File: src/rtl/ddrot_defines.svh
// Register offsets, field positions, reset values and counts for the pin output stage
`ifndef DDROT_DEFINES_SVH
`define DDROT_DEFINES_SVH

`define DDROT_ADDR_W          4
`define DDROT_OFS_CTRL        4'h0
`define DDROT_OFS_DIV         4'h4
`define DDROT_OFS_STATUS      4'h8
`define DDROT_OFS_SENT        4'hc

`define DDROT_CTRL_RUN        0
`define DDROT_CTRL_CE         1
`define DDROT_CTRL_SDR        2
`define DDROT_CTRL_OUT_LATCH  3
`define DDROT_CTRL_TRI_LATCH  4
`define DDROT_CTRL_W          5
`define DDROT_CTRL_RST        5'h06

`define DDROT_DIV_W           8
`define DDROT_DIV_RST         8'h01

`define DDROT_ST_PAD          0
`define DDROT_ST_TRI          1
`define DDROT_ST_IOCLK        2
`define DDROT_ST_FULL         3
`define DDROT_ST_EMPTY        4
`define DDROT_ST_LVL_LO       5
`define DDROT_ST_OUT_HOLD     7
`define DDROT_ST_TRI_HOLD     8
`define DDROT_ST_UNDER_LO     16

`define DDROT_CNT_W           16
`define DDROT_BUF_DEPTH       2

`endif

File: src/rtl/ddrot_pkg.sv
// Types shared by the pin output stage
package ddrot_pkg;
	`include "ddrot_defines.svh"

	// One word from the core: both data halves and both tristate halves
	typedef struct packed {
		logic tri_ctl_second;
		logic tri_ctl_first;
		logic out_data_second;
		logic out_data_first;
	} ddrot_word_s;

	typedef struct packed {
		logic tri_latch;
		logic out_latch;
		logic single_rate_mode;
		logic ce;
		logic run;
	} ddrot_ctrl_s;

	typedef logic [`DDROT_DIV_W-1:0] ddrot_div_t;
endpackage

File: src/rtl/ddrot_buf.sv
// Small valid/ready buffer held in flip-flops
`timescale 1ns/100ps
module ddrot_buf #(
	parameter int WIDTH = 4,
	parameter int DEPTH = 2
) (
	input  wire logic             hclk,       // Clock
	input  wire logic             hresetn,    // Async reset, active low
	input  wire logic             in_valid,   // Source offers a word
	output logic                  in_ready,   // Room for a word
	input  wire logic [WIDTH-1:0] in_data,    // Word offered
	output logic                  out_valid,  // Head word present
	input  wire logic             out_ready,  // Drain takes the head
	output logic      [WIDTH-1:0] out_data,   // Head word
	output logic [$clog2(DEPTH+1)-1:0] level  // Words held
);
	localparam int PW = (DEPTH > 1) ? $clog2(DEPTH) : 1;
	localparam int LW = $clog2(DEPTH+1);

	logic [WIDTH-1:0] mem_reg [DEPTH];
	logic [PW-1:0]    wr_reg;
	logic [PW-1:0]    rd_reg;
	logic [LW-1:0]    cnt_reg;
	logic             push;
	logic             pop;

	assign in_ready  = (cnt_reg != LW'(DEPTH));
	assign out_valid = (cnt_reg != '0);
	assign out_data  = mem_reg[rd_reg];
	assign level     = cnt_reg;
	assign push      = in_valid && in_ready;
	assign pop       = out_valid && out_ready;

	function automatic logic [PW-1:0] bump(input logic [PW-1:0] p);
		bump = (p == PW'(DEPTH-1)) ? '0 : p + PW'(1);
	endfunction

	always_ff @(posedge hclk or negedge hresetn)
	begin
		if (!hresetn)
		begin
			wr_reg <= '0;
			rd_reg <= '0;
		end
		else
		begin
			if (push)
				wr_reg <= bump(wr_reg);
			if (pop)
				rd_reg <= bump(rd_reg);
		end
	end

	always_ff @(posedge hclk or negedge hresetn)
	begin
		if (!hresetn)
			cnt_reg <= '0;
		else if (push && !pop)
			cnt_reg <= cnt_reg + LW'(1);
		else if (pop && !push)
			cnt_reg <= cnt_reg - LW'(1);
	end

	// Storage needs no reset; nothing reads a slot before it is written
	always_ff @(posedge hclk)
	begin
		if (push)
			mem_reg[wr_reg] <= in_data;
	end
endmodule

File: src/rtl/ddrot_path.sv
// One pin path: single rate element, double rate latch and clock-driven mux
`timescale 1ns/100ps
module ddrot_path (
	input  wire logic hclk,        // Clock
	input  wire logic hresetn,     // Async reset, active low
	input  wire logic io_clk,      // Edge clock level
	input  wire logic io_rise,     // Edge clock rises after this cycle
	input  wire logic sdr_mode,    // 1 single rate, 0 double rate
	input  wire logic latch_mode,  // Single rate element as latch
	input  wire logic ce,          // Clock enable of the single rate element
	input  wire logic take,        // A word is present to capture
	input  wire logic d_first,     // First input
	input  wire logic d_second,    // Second input
	output logic      hold,        // Double rate latch content
	output logic      q            // Registered pin value
);
	logic sdr_reg;
	logic stage_reg;
	logic hold_reg;
	logic latch_out;
	logic q_next;

	// Single rate element: edge or transparent-low latch, with reset and enable
	always_ff @(posedge hclk or negedge hresetn)
	begin
		if (!hresetn)
			sdr_reg <= 1'b0;
		else if (ce && take)
		begin
			if (sdr_mode && latch_mode && !io_clk)
				sdr_reg <= d_first;
			else if (io_rise)
				sdr_reg <= d_first;
		end
	end

	// Second half captured with the first so the pair leaves together
	always_ff @(posedge hclk or negedge hresetn)
	begin
		if (!hresetn)
			stage_reg <= 1'b0;
		else if (ce && take && io_rise && !sdr_mode)
			stage_reg <= d_second;
	end

	// Double rate latch: no reset, no enable, follows while the clock is low
	always_ff @(posedge hclk)
	begin
		if (!io_clk)
			hold_reg <= stage_reg;
	end

	assign latch_out = io_clk ? hold_reg : stage_reg;
	assign hold      = hold_reg;

	always_comb
	begin
		if (sdr_mode)
			q_next = sdr_reg;
		else
			q_next = io_clk ? sdr_reg : latch_out;
	end

	// Retiming flop keeps the pin defined before the latch first loads
	always_ff @(posedge hclk or negedge hresetn)
	begin
		if (!hresetn)
			q <= 1'b0;
		else
			q <= q_next;
	end
endmodule

File: src/rtl/ddrot_top.sv
// Pin output and tristate register stage with AHB-Lite control
//
// Our own choices: the AHB-Lite slave port and the address map.
`timescale 1ns/100ps
`include "ddrot_defines.svh"
module ddrot_top #(
	parameter int BUF_DEPTH = `DDROT_BUF_DEPTH,
	parameter int CNT_W     = `DDROT_CNT_W
) (
	input  wire logic               hclk,        // Bus and stage clock
	input  wire logic               hresetn,     // Async reset, active low
	input  wire logic               hsel,        // Slave select
	input  wire logic [31:0]        haddr,       // Byte address
	input  wire logic [1:0]         htrans,      // Transfer type
	input  wire logic               hwrite,      // Write when high
	input  wire logic [2:0]         hsize,       // Transfer size
	input  wire logic               hready,      // Bus ready
	input  wire logic [31:0]        hwdata,      // Write data
	output logic                    hreadyout,   // Slave ready
	output logic                    hresp,       // Response, always OKAY
	output logic [31:0]             hrdata,      // Read data
	input  wire logic               core_valid,  // Core offers a word
	output logic                    core_ready,  // Stage accepts the word
	input  wire ddrot_pkg::ddrot_word_s core_word, // Data and tristate halves
	output logic                    io_clk,      // Edge clock driven to the pin cell
	output logic                    pad_drive_out, // Registered pad data
	output logic                    pad_tri_out  // Registered tristate, high releases pad
);
	import ddrot_pkg::*;

	localparam int LW = $clog2(BUF_DEPTH+1);

	ddrot_ctrl_s                ctrl_reg;
	ddrot_div_t                 div_reg;
	ddrot_div_t                 div_cnt_reg;
	logic                       io_clk_reg;
	logic                       io_tick;
	logic                       io_rise;
	logic [CNT_W-1:0]           sent_reg;
	logic [CNT_W-1:0]           under_reg;
	logic                       wr_pend_reg;
	logic [`DDROT_ADDR_W-1:0]   wr_addr_reg;
	logic [31:0]                hrdata_reg;
	logic                       addr_take;
	logic                       buf_valid;
	logic                       buf_ready;
	ddrot_word_s                buf_word;
	logic [LW-1:0]              buf_level;
	logic                       out_hold;
	logic                       tri_hold;
	logic                       take;
	logic                       sent_clr;
	logic                       under_clr;

	// Register decode used by the read mux; the write path compares wr_addr_reg itself
	function automatic logic is_reg(input logic [31:0] a, input logic [`DDROT_ADDR_W-1:0] ofs);
		is_reg = (a[31:`DDROT_ADDR_W] == '0) && (a[`DDROT_ADDR_W-1:0] == ofs);
	endfunction

	// AHB-Lite: zero wait states, writes land in the data phase
	assign addr_take = hsel && hready && htrans[1];
	assign hreadyout = 1'b1;
	assign hresp     = 1'b0;
	assign hrdata    = hrdata_reg;

	always_ff @(posedge hclk or negedge hresetn)
	begin
		if (!hresetn)
		begin
			wr_pend_reg <= 1'b0;
			wr_addr_reg <= '0;
		end
		else
		begin
			wr_pend_reg <= addr_take && hwrite && (haddr[31:`DDROT_ADDR_W] == '0);
			wr_addr_reg <= haddr[`DDROT_ADDR_W-1:0];
		end
	end

	always_ff @(posedge hclk or negedge hresetn)
	begin
		if (!hresetn)
			ctrl_reg <= `DDROT_CTRL_RST;
		else if (wr_pend_reg && wr_addr_reg == `DDROT_OFS_CTRL)
			ctrl_reg <= hwdata[`DDROT_CTRL_W-1:0];
	end

	always_ff @(posedge hclk or negedge hresetn)
	begin
		if (!hresetn)
			div_reg <= `DDROT_DIV_RST;
		else if (wr_pend_reg && wr_addr_reg == `DDROT_OFS_DIV)
			div_reg <= hwdata[`DDROT_DIV_W-1:0];
	end

	// Read data sampled in the address phase, shown in the data phase
	always_ff @(posedge hclk or negedge hresetn)
	begin
		if (!hresetn)
			hrdata_reg <= '0;
		else if (addr_take && !hwrite)
		begin
			hrdata_reg <= '0;
			if (is_reg(haddr, `DDROT_OFS_CTRL))
				hrdata_reg[`DDROT_CTRL_W-1:0] <= ctrl_reg;
			else if (is_reg(haddr, `DDROT_OFS_DIV))
				hrdata_reg[`DDROT_DIV_W-1:0] <= div_reg;
			else if (is_reg(haddr, `DDROT_OFS_STATUS))
			begin
				hrdata_reg[`DDROT_ST_PAD]   <= pad_drive_out;
				hrdata_reg[`DDROT_ST_TRI]   <= pad_tri_out;
				hrdata_reg[`DDROT_ST_IOCLK] <= io_clk_reg;
				// Full means no room for the core, not a stalled drain
				hrdata_reg[`DDROT_ST_FULL]  <= !core_ready;
				hrdata_reg[`DDROT_ST_EMPTY] <= !buf_valid;
				hrdata_reg[`DDROT_ST_LVL_LO +: LW]     <= buf_level;
				hrdata_reg[`DDROT_ST_OUT_HOLD]         <= out_hold;
				hrdata_reg[`DDROT_ST_TRI_HOLD]         <= tri_hold;
				hrdata_reg[`DDROT_ST_UNDER_LO +: CNT_W] <= under_reg;
			end
			else if (is_reg(haddr, `DDROT_OFS_SENT))
				hrdata_reg[CNT_W-1:0] <= sent_reg;
		end
	end

	// Edge clock from a divider; a zero divide acts as one
	always_ff @(posedge hclk or negedge hresetn)
	begin
		if (!hresetn)
		begin
			div_cnt_reg <= '0;
			io_clk_reg  <= 1'b0;
		end
		else if (!ctrl_reg.run)
		begin
			div_cnt_reg <= '0;
			io_clk_reg  <= 1'b0;
		end
		else if (io_tick)
		begin
			div_cnt_reg <= '0;
			io_clk_reg  <= !io_clk_reg;
		end
		else
			div_cnt_reg <= div_cnt_reg + `DDROT_DIV_W'(1);
	end

	assign io_tick = ctrl_reg.run && ((div_cnt_reg + `DDROT_DIV_W'(1)) >= div_reg);
	assign io_rise = io_tick && !io_clk_reg;
	assign io_clk  = io_clk_reg;

	// Core words pass a two-entry buffer; a disabled stage stalls the core
	ddrot_buf #(
		.WIDTH ($bits(ddrot_word_s)),
		.DEPTH (BUF_DEPTH)
	) u_buf (
		.hclk      (hclk),
		.hresetn   (hresetn),
		.in_valid  (core_valid),
		.in_ready  (core_ready),
		.in_data   (core_word),
		.out_valid (buf_valid),
		.out_ready (buf_ready),
		.out_data  (buf_word),
		.level     (buf_level)
	);

	// Word leaves the buffer only at an enabled rising edge
	assign take      = buf_valid;
	assign buf_ready = io_rise && ctrl_reg.ce;

	ddrot_path u_out (
		.hclk       (hclk),
		.hresetn    (hresetn),
		.io_clk     (io_clk_reg),
		.io_rise    (io_rise),
		.sdr_mode   (ctrl_reg.single_rate_mode),
		.latch_mode (ctrl_reg.out_latch),
		.ce         (ctrl_reg.ce),
		.take       (take),
		.d_first    (buf_word.out_data_first),
		.d_second   (buf_word.out_data_second),
		.hold       (out_hold),
		.q          (pad_drive_out)
	);

	ddrot_path u_tri (
		.hclk       (hclk),
		.hresetn    (hresetn),
		.io_clk     (io_clk_reg),
		.io_rise    (io_rise),
		.sdr_mode   (ctrl_reg.single_rate_mode),
		.latch_mode (ctrl_reg.tri_latch),
		.ce         (ctrl_reg.ce),
		.take       (take),
		.d_first    (buf_word.tri_ctl_first),
		.d_second   (buf_word.tri_ctl_second),
		.hold       (tri_hold),
		.q          (pad_tri_out)
	);

	// Counters clear on any write to their own register (SENT, STATUS); a count in the same cycle still lands
	assign sent_clr  = wr_pend_reg && wr_addr_reg == `DDROT_OFS_SENT;
	assign under_clr = wr_pend_reg && wr_addr_reg == `DDROT_OFS_STATUS;

	always_ff @(posedge hclk or negedge hresetn)
	begin
		if (!hresetn)
			sent_reg <= '0;
		else if (buf_valid && buf_ready)
			sent_reg <= sent_clr ? CNT_W'(1) : sent_reg + CNT_W'(1);
		else if (sent_clr)
			sent_reg <= '0;
	end

	// Enabled edge with nothing to send: the pins repeat the last word
	always_ff @(posedge hclk or negedge hresetn)
	begin
		if (!hresetn)
			under_reg <= '0;
		else if (buf_ready && !buf_valid)
			under_reg <= under_clr ? CNT_W'(1) : under_reg + CNT_W'(1);
		else if (under_clr)
			under_reg <= '0;
	end
endmodule

File: config.mk
export PLATFORM = sky130hd
export DESIGN_NAME = ddrot_top
export DESIGN_NICKNAME = d
export VERILOG_FILES = /design/src/rtl/ddrot_pkg.sv /design/src/rtl/ddrot_buf.sv /design/src/rtl/ddrot_path.sv /design/src/rtl/ddrot_top.sv
export VERILOG_INCLUDE_DIRS = /design/src /design/src/rtl
export SDC_FILE = /design/constraint.sdc
export NUM_CORES = 1
export LEC_CHECK = 0
export ABC_AREA = 1
export BUFFER_PORTS_ARGS = -buffer_cell sky130_fd_sc_hd__buf_2
export CAP_MARGIN = 40
export CORE_ASPECT_RATIO = 0.7
export CORE_MARGIN = 5
export CORE_UTILIZATION = 30
export CTS_CLUSTER_SIZE = 20
export DETAILED_ROUTE_END_ITERATION = 12
export PLACE_DENSITY = 0.6
export SLEW_MARGIN = 40
export SYNTH_ARGS = -nofsm -noshare
export SYNTH_HDL_FRONTEND = slang
export SYNTH_HIERARCHICAL = 1
export SYNTH_SLANG_ARGS = --single-unit
export TNS_END_PERCENT = 5
File: constraint.sdc
create_clock -name hclk -period 2.6 [get_ports hclk]
set_input_delay 0.13 -clock hclk [delete_from_list [all_inputs] [get_ports hclk]]
set_output_delay 0.13 -clock hclk [all_outputs]
set_load 0.01 [all_outputs]
Word-level counts from Yosys, hierarchy flattened
Memories as Yosys holds them, arrays and structs flattened.
Cells that the tools add are included.

word-level totals
  memories = 1
  register bits = 103
  input bits = 79
  word-level logic and storage cells = 119
  output and inout port bits = 38
  memory bits (writable) = 8

cells by class
  magnitude comparators = 1
  reduce and logical (&&, ||, !) cells = 46
  multiplexer cells = 32
  add/subtract/negate cells = 7
  equality and inequality tests = 8

memory list
  name           depth  width  rd ports  clocked after Yosys merged registers in  write ports  RTL line         text
  u_buf.mem_reg  2      4      1         0                                        1            ddrot_buf.sv:20  logic [WIDTH-1:0] mem_reg [DEPTH];

operators by type and width
  cell                   count
  $mux 16                8
  $add 16x1->16 const B  2
  $logic_and 1x1->1      28
  $logic_not 28->1       1
  $mux 27                1
  $mux 24                1
  $mux 8                 3
  $eq 4x4->1 const B     4
  $mux 1                 14
  $reduce_bool 2->1      6
  $mux 9                 1
  $add 8x1->8 const B    1
  $eq 4x3->1 const B     2
  $ge 8x8->1             1
  $logic_not 4->1        2
  $logic_not 1->1        7
  $mux 7                 1
  $mux 5                 1
  $mux 2                 2
  $reduce_and 2->1       2
  $add 1x1->1 const B    2
  $add 2x1->2 const B    1
  $ne 2x1->1 const B     1
  $ne 2x2->1 const B     1
  $sub 2x1->2 const B    1

Logic depth before layout (Yosys ltp)
Gate-level depths: netlist of run 1.

  word-level depth = 9
  gate-level depth with buffers = 19
  depth with buffers taken out = 19

Modules after synthesis
The synthesis of run 1 kept the hierarchy.

by module, submodules not included
  module      area each (sq um)  instances  cells each
  ddrot_top   5,021.1            1          665
  ddrot_buf   530.5              1          49
  ddrot_path  197.7              2          25

Least setup slack after synthesis of run 1
No wires, ideal clock.

  kind = register to register
  start point = register div_cnt_reg[0]
  end point = register u_buf.cnt_reg[1] (netlist: u_buf/level[1])
  path slack = 0.007 ns
  library setup time = 0.117 ns
  path buffers = 0
  stages on the path, launching flop included = 19
  arrival = 2.476 ns
  required time = 2.483 ns
  cell sequence = dfrtp_1 nand3_1 nand3b_1 nand3b_1 xor2_1 inv_1 ha_1 nand2_1 nor2_1 nor3b_1 nand2_1 nand3_1 inv_1 nand2_2 ha_1 inv_1 nand3_1 nand2_1 nand2_1

on the way
  longest elaborated chain between the ends = 9

ends and longest elaborated chain
  element                                             RTL line          text
  from (decl)                                         ddrot_top.sv:35   ddrot_div_t div_cnt_reg;
  from (signal assigned)                              ddrot_top.sv:145  div_cnt_reg <= div_cnt_reg + `DDROT_DIV_W'(1);
  $add 8x1->8 (*)                                     ddrot_top.sv:148  assign io_tick = ctrl_reg.run && ((div_cnt_reg + `DDROT_DIV_W'(1)) >= div_reg);
  $ge 8x8->1 (*)                                      ddrot_top.sv:148
  $logic_and 1x1->1 (*)                               ddrot_top.sv:148
  $logic_and 1x1->1 (*)                               ddrot_top.sv:149  assign io_rise = io_tick && !io_clk_reg;
  $logic_and 1x1->1 (*)                               ddrot_top.sv:170  assign buf_ready = io_rise && ctrl_reg.ce;
  net buf_ready                                       ddrot_top.sv:46   logic buf_ready;
  $logic_and 1x1->1 (*)                               ddrot_buf.sv:32   assign pop = out_valid && out_ready;
  $logic_not 1->1                                     ddrot_buf.sv:58   else if (push && !pop)
  $logic_and 1x1->1                                   ddrot_buf.sv:58
  $mux 2 / $reduce_bool 2->1 (equally long branches)  n/a
  to (signal assigned)                                ddrot_buf.sv:59   cnt_reg <= cnt_reg + LW'(1);
  to (signal assigned)                                ddrot_buf.sv:61   cnt_reg <= cnt_reg - LW'(1);
  to (decl)                                           ddrot_buf.sv:23   logic [LW-1:0] cnt_reg;

The timed path passes the listed nets; every way through them passes the cells marked *.
A chain may end at the register's enable or synchronous reset.

Worst setup path after layout of run 1
Same ends and word-level chain as after synthesis.

==> results of run 1 <==
-- critical path, cell delays in order (launching register included) --
cell	delay, ps
dfrtp_1	390
nand3_2	90
nand3b_1	200
buf_4	170
xor2_2	150
inv_1	90
ha_4	220
a21oi_2	130
nor2_2	60
nor3b_2	210
nand2_2	90
nand3_2	70
inv_2	50
nand2_4	70
ha_4	200
inv_2	60
nand3_2	60
nand2_1	50
nand2_1	40
-- metrics by stage --
stage	setup TNS, ps	cells	setup slack, ps
6_report	0	1150	101
5_1_grt	-1390	1150	-88.9
4_1_cts	0	1149	8.84
3_5_place_dp	-186	1119	-131
3_3_place_gp	-74.6	1119	-74.6
2_1_floorplan	0	764	6.64
-- final cells by class --
type	count	area, um^2
Sequential cell	111	2830
Tap cell	270	338
Inverter	87	332
Fill cell	2037	12300
Clock buffer	9	225
Timing Repair Buffer	121	741
Clock inverter	7	71.3
Multi-Input combinational cell	545	2790
-- final timing paths --
path,start,to,slack [ps],cells after the start
max,div_cnt_reg[0],u_buf/level[1],100,18
min,hwdata[2],ctrl_reg[2],20,3
max reg2reg,div_cnt_reg[0],u_buf/level[1],100,18
min reg2reg,hrdata[9],hrdata[9],480,2
max in group asynchronous,hresetn,ctrl_reg[2],1520,3
min in group asynchronous,hresetn,hrdata[6],320,2
-- cell usage in the layout, fill, tap and decap left out, types with 12 or more instances in the layout --
cell	Yosys	layout
buf_2	6	85
buf_4	2	23
dfrtp_1	98	98
inv_1	79	76
nand2_1	235	232
nand3_1	82	78
nand4_1	12	12
nor2_1	84	82
nor3_1	16	16
o21ai_0	30	30
xor2_1	24	23
-- where the power goes --
part           switching, uW  leakage [uW]  internal, uW  total (uW)
logic                    653       0.00232           477        1130
clock network            671      0.000147           753        1420
registers                188       0.00141          1940        2130
-- metal layers --
| metal | up-vias | share of wire (%) | wire length, um | track usage [%] |
|---|---|---|---|---|
| li1 | 2657 | - | - | - |
| met1 | 2449 | 52 | 7990 | 21.6 |
| met2 | 122 | 41 | 6270 | 19.5 |
| met3 | 12 | 6.6 | 1020 | 3.63 |
| met4 | 0 | 0.98 | 151 | 3.11 |
| met5 | - | 0 | 0 | 0 |
-- kinds of logic (layout without fill, tap and decap cells) --
family | after synthesis | after routing | share of synthesized area (%)
xor+xnor | 28 | 28 | 4.25
buf+inv | 108 | 224 | 7.32
compound gates | 47 | 47 | 4.06
fa+ha+maj | 12 | 12 | 2.52
flops | 111 | 111 | 47.6
simple gates | 456 | 456 | 34.1
other cells | 2 | 2 | 0.126
-- what timing repair did --
action / CTS / global route
pin swaps: 9 / 8
resized for setup: 7 / 21
setup buffers: 4 / 1
setup endpoints to repair: 26 / 39
hold buffers: 10 / 0
hold endpoints to repair: 54 / 0
==> impl_metrics.toml, run 1 <==
[run_status]
run_status = "complete, no violations"

[global_route]
grt_antenna_before_repair = 0
grt_overflow = 0
grt_usage_pct = 14.0
grt_max_degree = 55
grt_first_pass_wirelength_um = 25400
grt_pass1_vias = 4879

[logic_synthesis]
synth_nets = 855
ys_warn_count = 6
avgSynthCellArea_um2 = 7.78
yosysMostFrequentCell = "nand2_1"
synth_top_area_share_pct = 41.2
synth_cell_types = 38
synth_async_sr_flop_share_pct = 91.0
synth_cells = 764
synth-edff-count = 10
synth_common_cells = "nand2_1, dfrtp_1, nor2_1"
netlist_area_um2 = 5950
seq_area_frac_synth_pct = 47.6
synth_area_leaders = "dfrtp_1, nand2_1, nand3_1, nor2_1, edfxtp_1"
yosys.area.top_type = "dfrtp_1"
ys_ff_latch = 111
synth_ff_type = "dfrtp_1"

[clocking]
clock_path_buffers = 2
cts-root-buf = "clkbuf_16"
clk_pin_slew_ps = 70
cts_buffers = 9
cts_tree = "done"
clock_latency_ps = 360
cts_sinks = 111
cts_max_level = 3

[route]
drt-vias-per-instance = 4.56
drtPass1Iterations = 5
drt-wirelength-per-cell_um = 13.4
drcViolationCount = 0
drtIter0Drc = 386
ant_nets = 0
wirelength_um = 15400
via_count = 5240

[timing]
finalClockSkew_ps = 8.51
fmax_ghz = 0.400
hold_viol_final = 0
maxSlewHeadroom_pct = 58.0
setup_viol = 0
final.period_utilization_pct = 96.1
rsz0062_at_grt = "yes"
worstMarginPinSlew_ps = 628
hold-worst-slack_ps = 17.9
drv_slew = 0
period_needed_ps = 2500

[floorplan]
fp.coreArea_um2 = 19600
chipWidth_um = 178
initial_utilization_pct = 30.3
rows = 43
dieArea_um2 = 22800
ios = 117
die_h_um = 128

[placed_design]
place_congestion = 0.901
hpwl_um = 11600
placed_area_um2 = 6770
io_buffers = 86

[worst_setup_path]
cp.required_ps = 2850
startpoint_type = "flop"
crit_type = "flop to flop"
endpoint_kind = "flop"
arrival_ps = 2750
path_max_fanout = 3

[finish]
n_antenna_cell = 0
utilization_pct = 37.3
nets = 966
final_area_um2 = 7330
drive_above_1_share_pct = 19.7
syn_to_final_growth_pct = 23.2
largest_reg_flops = 32

[pwr]
powerDensity_nw_per_um2 = 639
power_leakage_uw = 0.00388
peakVddDrop_v = 0.000425
total_power_uw = 4690

[worst_hold_path]
hold_path_class = "input pin to flop"

[job]
max-cap-violations = 0
Power figures use the tool's default switching activity.
==> run 2: changes to the inputs <==
--- a/config.mk
+++ b/config.mk
@@ -11,10 +11,10 @@
 export CAP_MARGIN = 40
 export CORE_ASPECT_RATIO = 0.7
 export CORE_MARGIN = 5
-export CORE_UTILIZATION = 30
+export CORE_UTILIZATION = 49
 export CTS_CLUSTER_SIZE = 20
 export DETAILED_ROUTE_END_ITERATION = 12
-export PLACE_DENSITY = 0.6
+export PLACE_DENSITY = 0.85
 export SLEW_MARGIN = 40
 export SYNTH_ARGS = -nofsm -noshare
 export SYNTH_HDL_FRONTEND = slang
==> impl_metrics.toml, run 2 (synthesis gave the netlist of run 1 again) <==
[floorplan]
dieArea_um2 = 14500
die_h_um = 102
fp.coreArea_um2 = 11800
chipWidth_um = 142
ios = 117
rows = 33
initial_utilization_pct = 50.4

[timing]
finalClockSkew_ps = 9.84
period_needed_ps = 2670
fmax_ghz = 0.375
final.period_utilization_pct = 103
maxSlewHeadroom_pct = 59.5
setup_ws_ps = -65.3
worstMarginPinSlew_ps = 606
hold_viol_final = 0
setup_viol = 2
drv_slew = 0
setup_tns_ps = -92.2
rsz0062_at_grt = "yes"

[global_route]
grt_max_degree = 53
grt_pass1_vias = 4715
grt_overflow = 0
grt_antenna_before_repair = 0
grt_first_pass_wirelength_um = 23500
grt_usage_pct = 20.3

[finish]
final_cell_mix = "nand2_1, dfrtp_1, buf_2, nor2_1, nand3_1"
nets = 964
largest_reg_flops = 32
nFillCells = 1025
final_area_um2 = 7170
drive_above_1_share_pct = 19.8
n_antenna_cell = 0
syn_to_final_growth_pct = 20.6
final_common_cell = "nand2_1"

[clocking]
cts_max_level = 3
cts_buffers = 9
clock_latency_ps = 350
clock_path_buffers = 2
cts-root-buf = "clkbuf_16"
clk_pin_slew_ps = 70
cts_tree = "done"
cts_sinks = 111

[placed_design]
placed_area_um2 = 6630
hpwl_um = 10500
place_congestion = 0.937
io_buffers = 86

[worst_setup_path]
endpoint_kind = "flop"
cp.required_ps = 2850
arrival_ps = 2910
startpoint_type = "flop"
crit_type = "flop to flop"
path_max_fanout = 3

[run_status]
failed_checks = "setup timing"
run_status = "finished, violations left"

[route]
drtPass1Iterations = 6
drtIter0Drc = 564
drcViolationCount = 0
drt-vias-per-instance = 5.36
ant_nets = 0
drt-wirelength-per-cell_um = 14.4
via_count = 5552
wirelength_um = 14900

[pwr]
p_int_uw = 3110
p_clk_share_pct = 28.5
combPwrFrac_pct = 25.3
switchingPower_uw = 1520
p_sw_share_pct = 32.8
power_leakage_uw = 0.00386
seq_power_share_pct = 46.3
powerDensity_nw_per_um2 = 646
peakVddDrop_v = 0.000454

[job]
max-cap-violations = 0

[worst_hold_path]
hold_path_class = "input pin to flop"
run 2: cell types whose count changed in the layout (fill, tap and decap cells not counted), sizes merged:
cell         delta
clkinvlp        +2
clkinv          -1
dlygate4sd3     -1
inv             -1
buf             -1
clkbuf          +1
bufinv          -1
run 2: cell type report:
cell class / count / area [um^2] / area share [%]
clock inverters: 6 / 45.0 / 0.628
inverters: 87 / 329 / 4.59
repair buffers: 119 / 719 / 10.0
clock buffers: 10 / 239 / 3.33
flip-flops and latches: 111 / 2830 / 39.5
well taps: 157 / 196 / 2.74
multi-input cells: 545 / 2810 / 39.2
run 2: critical path, stage by stage, from the launching register on:
cell and delay [ps]:
dfrtp_1 390, nand3_2 80, nand3b_1 190, nand3b_1 190, xor2_1 220, inv_1 120, ha_4 300, nand2_4 60
nor2_2 120, nand2_2 80, nand2_2 80, nand3_2 70, inv_2 90, nand2_2 80, ha_4 260, inv_2 70
nand3_2 70, nand2_1 60, nand2_1 50
run 2: what timing repair did:
action                                 4_1_cts  5_1_grt
resized for setup                            8       19
setup buffers                                3        1
hold buffers                                 9        0
pin swaps                                    7       11
endpoints found under the hold margin       36        0
setup endpoints to repair                   37       39
run 2: power by group through the flow:
stage                     Clock (uW)  Combinational, uW  Sequential, uW
final                           1320               1170            2140
after global placement             0                970            2140
after detailed placement           0               1010            2150
after CTS                       1340               1070            2120
after global routing            1420               1330            2170
after floorplan                    0                667            2120
run 2: per-stage QoR:
step / hold WS (ps) / total power [uW] / utilization [%] / std cells / setup WS, ps
finish: 24.2 / 4630 / 60.7 / 1035 / -65.3
global route: 29.6 / 4910 / 60.7 / 1035 / -224
CTS: 19.0 / 4540 / 59.9 / 1034 / 9.33
detailed placement: 58.6 / 3170 / 56.1 / 1006 / -190
global placement: 55.1 / 3110 / 56.1 / 1006 / -20.5
floorplan: -166 / 2780 / - / 764 / 6.64
run 2: path summary, 6_finish.rpt:
path | start | cells after the start | to | slack, ps
worst max register to register | div_cnt_reg[0] | 18 | u_buf/level[1] | -70
worst max-delay path | div_cnt_reg[0] | 18 | u_buf/level[1] | -70
worst min register to register | hrdata[28] | 2 | hrdata[28] | 480
min in group asynchronous | hresetn | 2 | hrdata[11] | 220
max in group asynchronous | hresetn | 3 | under_reg[10] | 1730
worst min-delay path | hwdata[6] | 3 | div_reg[6] | 20
run 2: layer usage:
metal / vias up / wire length [um] / global-route usage, %
li1: 2639 / - / -
met4: 0 / 245 / 5.24
met5: - / 0 / 0
met2: 280 / 6500 / 29.5
met3: 25 / 1590 / 5.24
met1: 2608 / 6590 / 30.4
==> run 3: changes to the inputs <==
--- a/config.mk
+++ b/config.mk
@@ -14,7 +14,8 @@
 export CORE_UTILIZATION = 49
 export CTS_CLUSTER_SIZE = 20
 export DETAILED_ROUTE_END_ITERATION = 12
-export PLACE_DENSITY = 0.85
+export PLACE_DENSITY = 0.81
+export RECOVER_POWER = 25
 export SLEW_MARGIN = 40
 export SYNTH_ARGS = -nofsm -noshare
 export SYNTH_HDL_FRONTEND = slang
==> impl_metrics.toml, run 3 (synthesis gave the netlist of run 1 again) <==
[pwr]
total_power_uw = 4870
powerDensity_nw_per_um2 = 668
power_leakage_uw = 0.00390
peakVddDrop_v = 0.000424

[clocking]
cts_tree = "done"
cts-root-buf = "clkbuf_16"
clock_latency_ps = 360
cts_buffers = 9
cts_max_level = 3
cts_sinks = 111
clock_path_buffers = 2
clk_pin_slew_ps = 70

[floorplan]
ios = 117
rows = 33
dieArea_um2 = 14500
initial_utilization_pct = 50.4
die_h_um = 102
chipWidth_um = 142
fp.coreArea_um2 = 11800

[route]
dr_wl_met2_um = 7050
drt-wirelength-per-cell_um = 15.2
wl_met1_um = 6860
drtPass1Iterations = 6
top_layer = "met4"
drtIter0Drc = 808
drt-vias-per-instance = 5.34
ant_nets = 0
wirelength_um = 15900
via_count = 5566
drcViolationCount = 0
wl_met3_um = 1640

[global_route]
grt_pass1_vias = 5213
grt_overflow = 0
grt_usage_pct = 22.0
grt_first_pass_wirelength_um = 25600
grt_max_degree = 55
grt_antenna_before_repair = 0

[placed_design]
place_congestion = 0.937
io_buffers = 86
hpwl_um = 10700

[worst_setup_path]
startpoint_type = "flop"
arrival_ps = 2900
path_max_fanout = 6
reg2reg_from = "div_cnt_reg[0]"
crit_type = "flop to flop"
critPathLaunch = "div_cnt_reg[0]"
rrSetupSlack_ps = -50
endpoint_kind = "flop"
cp.required_ps = 2850

[timing]
final.period_utilization_pct = 102
period_needed_ps = 2650
setup_ws_ps = -46.0
fmax_ghz = 0.378
setup_tns_ps = -185
rsz0062_at_grt = "yes"
setup_viol = 6
hold_viol_final = 0
drv_slew = 0
finalClockSkew_ps = 7.92
worstMarginPinSlew_ps = 1350
maxSlewHeadroom_pct = 9.67
hold-worst-slack_ps = 22.6

[job]
max-cap-violations = 0

[finish]
syn_to_final_growth_pct = 22.4
final_common_cell = "nand2_1"
final_cell_mix = "nand2_1, dfrtp_1, nor2_1, buf_2, nand3_1"
utilization_pct = 61.7
drive_above_1_share_pct = 20.2
nets = 972
n_antenna_cell = 0
largest_reg_flops = 32
nFillCells = 996

[worst_hold_path]
hold_path_class = "input pin to flop"
min_from = "hwdata[5]"

[run_status]
run_status = "finished, violations left"
failed_checks = "setup timing"
[run 3: cell types whose count changed in the layout (fill, tap and decap cells not counted), sizes merged]
cell and change:
clkbuf +12, clkinv -3, clkinvlp -1
[run 3: stage by stage]
step	instances	worst slack (ps)	instance area (um^2)
floorplan	764	6.64	5950
global placement	1007	-32.1	6640
detailed placement	1007	-149	6640
CTS	1039	-6.95	7150
global route	1043	-176	7280
finish	1043	-46.0	7280
[run 3: report_power, final]
group	internal [uW]	switching, uW
Clock	796	641
Sequential	1940	194
Combinational	532	758
Total	3270	1590
[run 3: repair_timing]
action                                 CTS  global route
endpoints found under the hold margin   62             0
setup endpoints to repair               37            48
pin swaps                               11            12
hold buffers                             9             0
resized for setup                       11            27
buffers inserted                         7             4
[run 3: critical path, stage by stage, from the launching register on]
cell     delay, ps
dfrtp_1        410
ha_2           210
nand3_2         60
buf_4          130
buf_4          130
xor2_2         140
inv_1           70
ha_1           200
a21oi_2        190
nor2_4          70
nor3b_4        210
nand2_2        100
buf_4          160
nand2_1        100
inv_2           90
inv_1           70
nand2_1         60
nand3_1         80
nand2_1         60
[run 3: cell type report]
cell class                 instances  area, um^2  area share (%)
clock inverter                     2        18.8           0.258
inverter                          87         334            4.59
tap                              157         196            2.70
multi-input combinational        545        2830            38.9
sequential                       111        2830            38.9
clock buffer                      14         295            4.05
timing repair buffer             127         776            10.7
[run 3: path summary, 6_finish.rpt]
path                                   to  depth (start not counted)
min in group asynchronous  div_cnt_reg[3]                          2
setup / recovery            u_tri/sdr_reg                         18
max in group asynchronous     sent_reg[1]                          3
setup reg to reg            u_tri/sdr_reg                         18
hold / removal                 div_reg[5]                          3
hold reg to reg                hrdata[14]                          2
[run 3: layer usage]
layer / track usage (%) / up-vias
met1: 31.2 / 2600
met2: 33.2 / 276
met5: 0 / -
li1: - / 2657
met3: 6.55 / 33
met4: 5.68 / 0
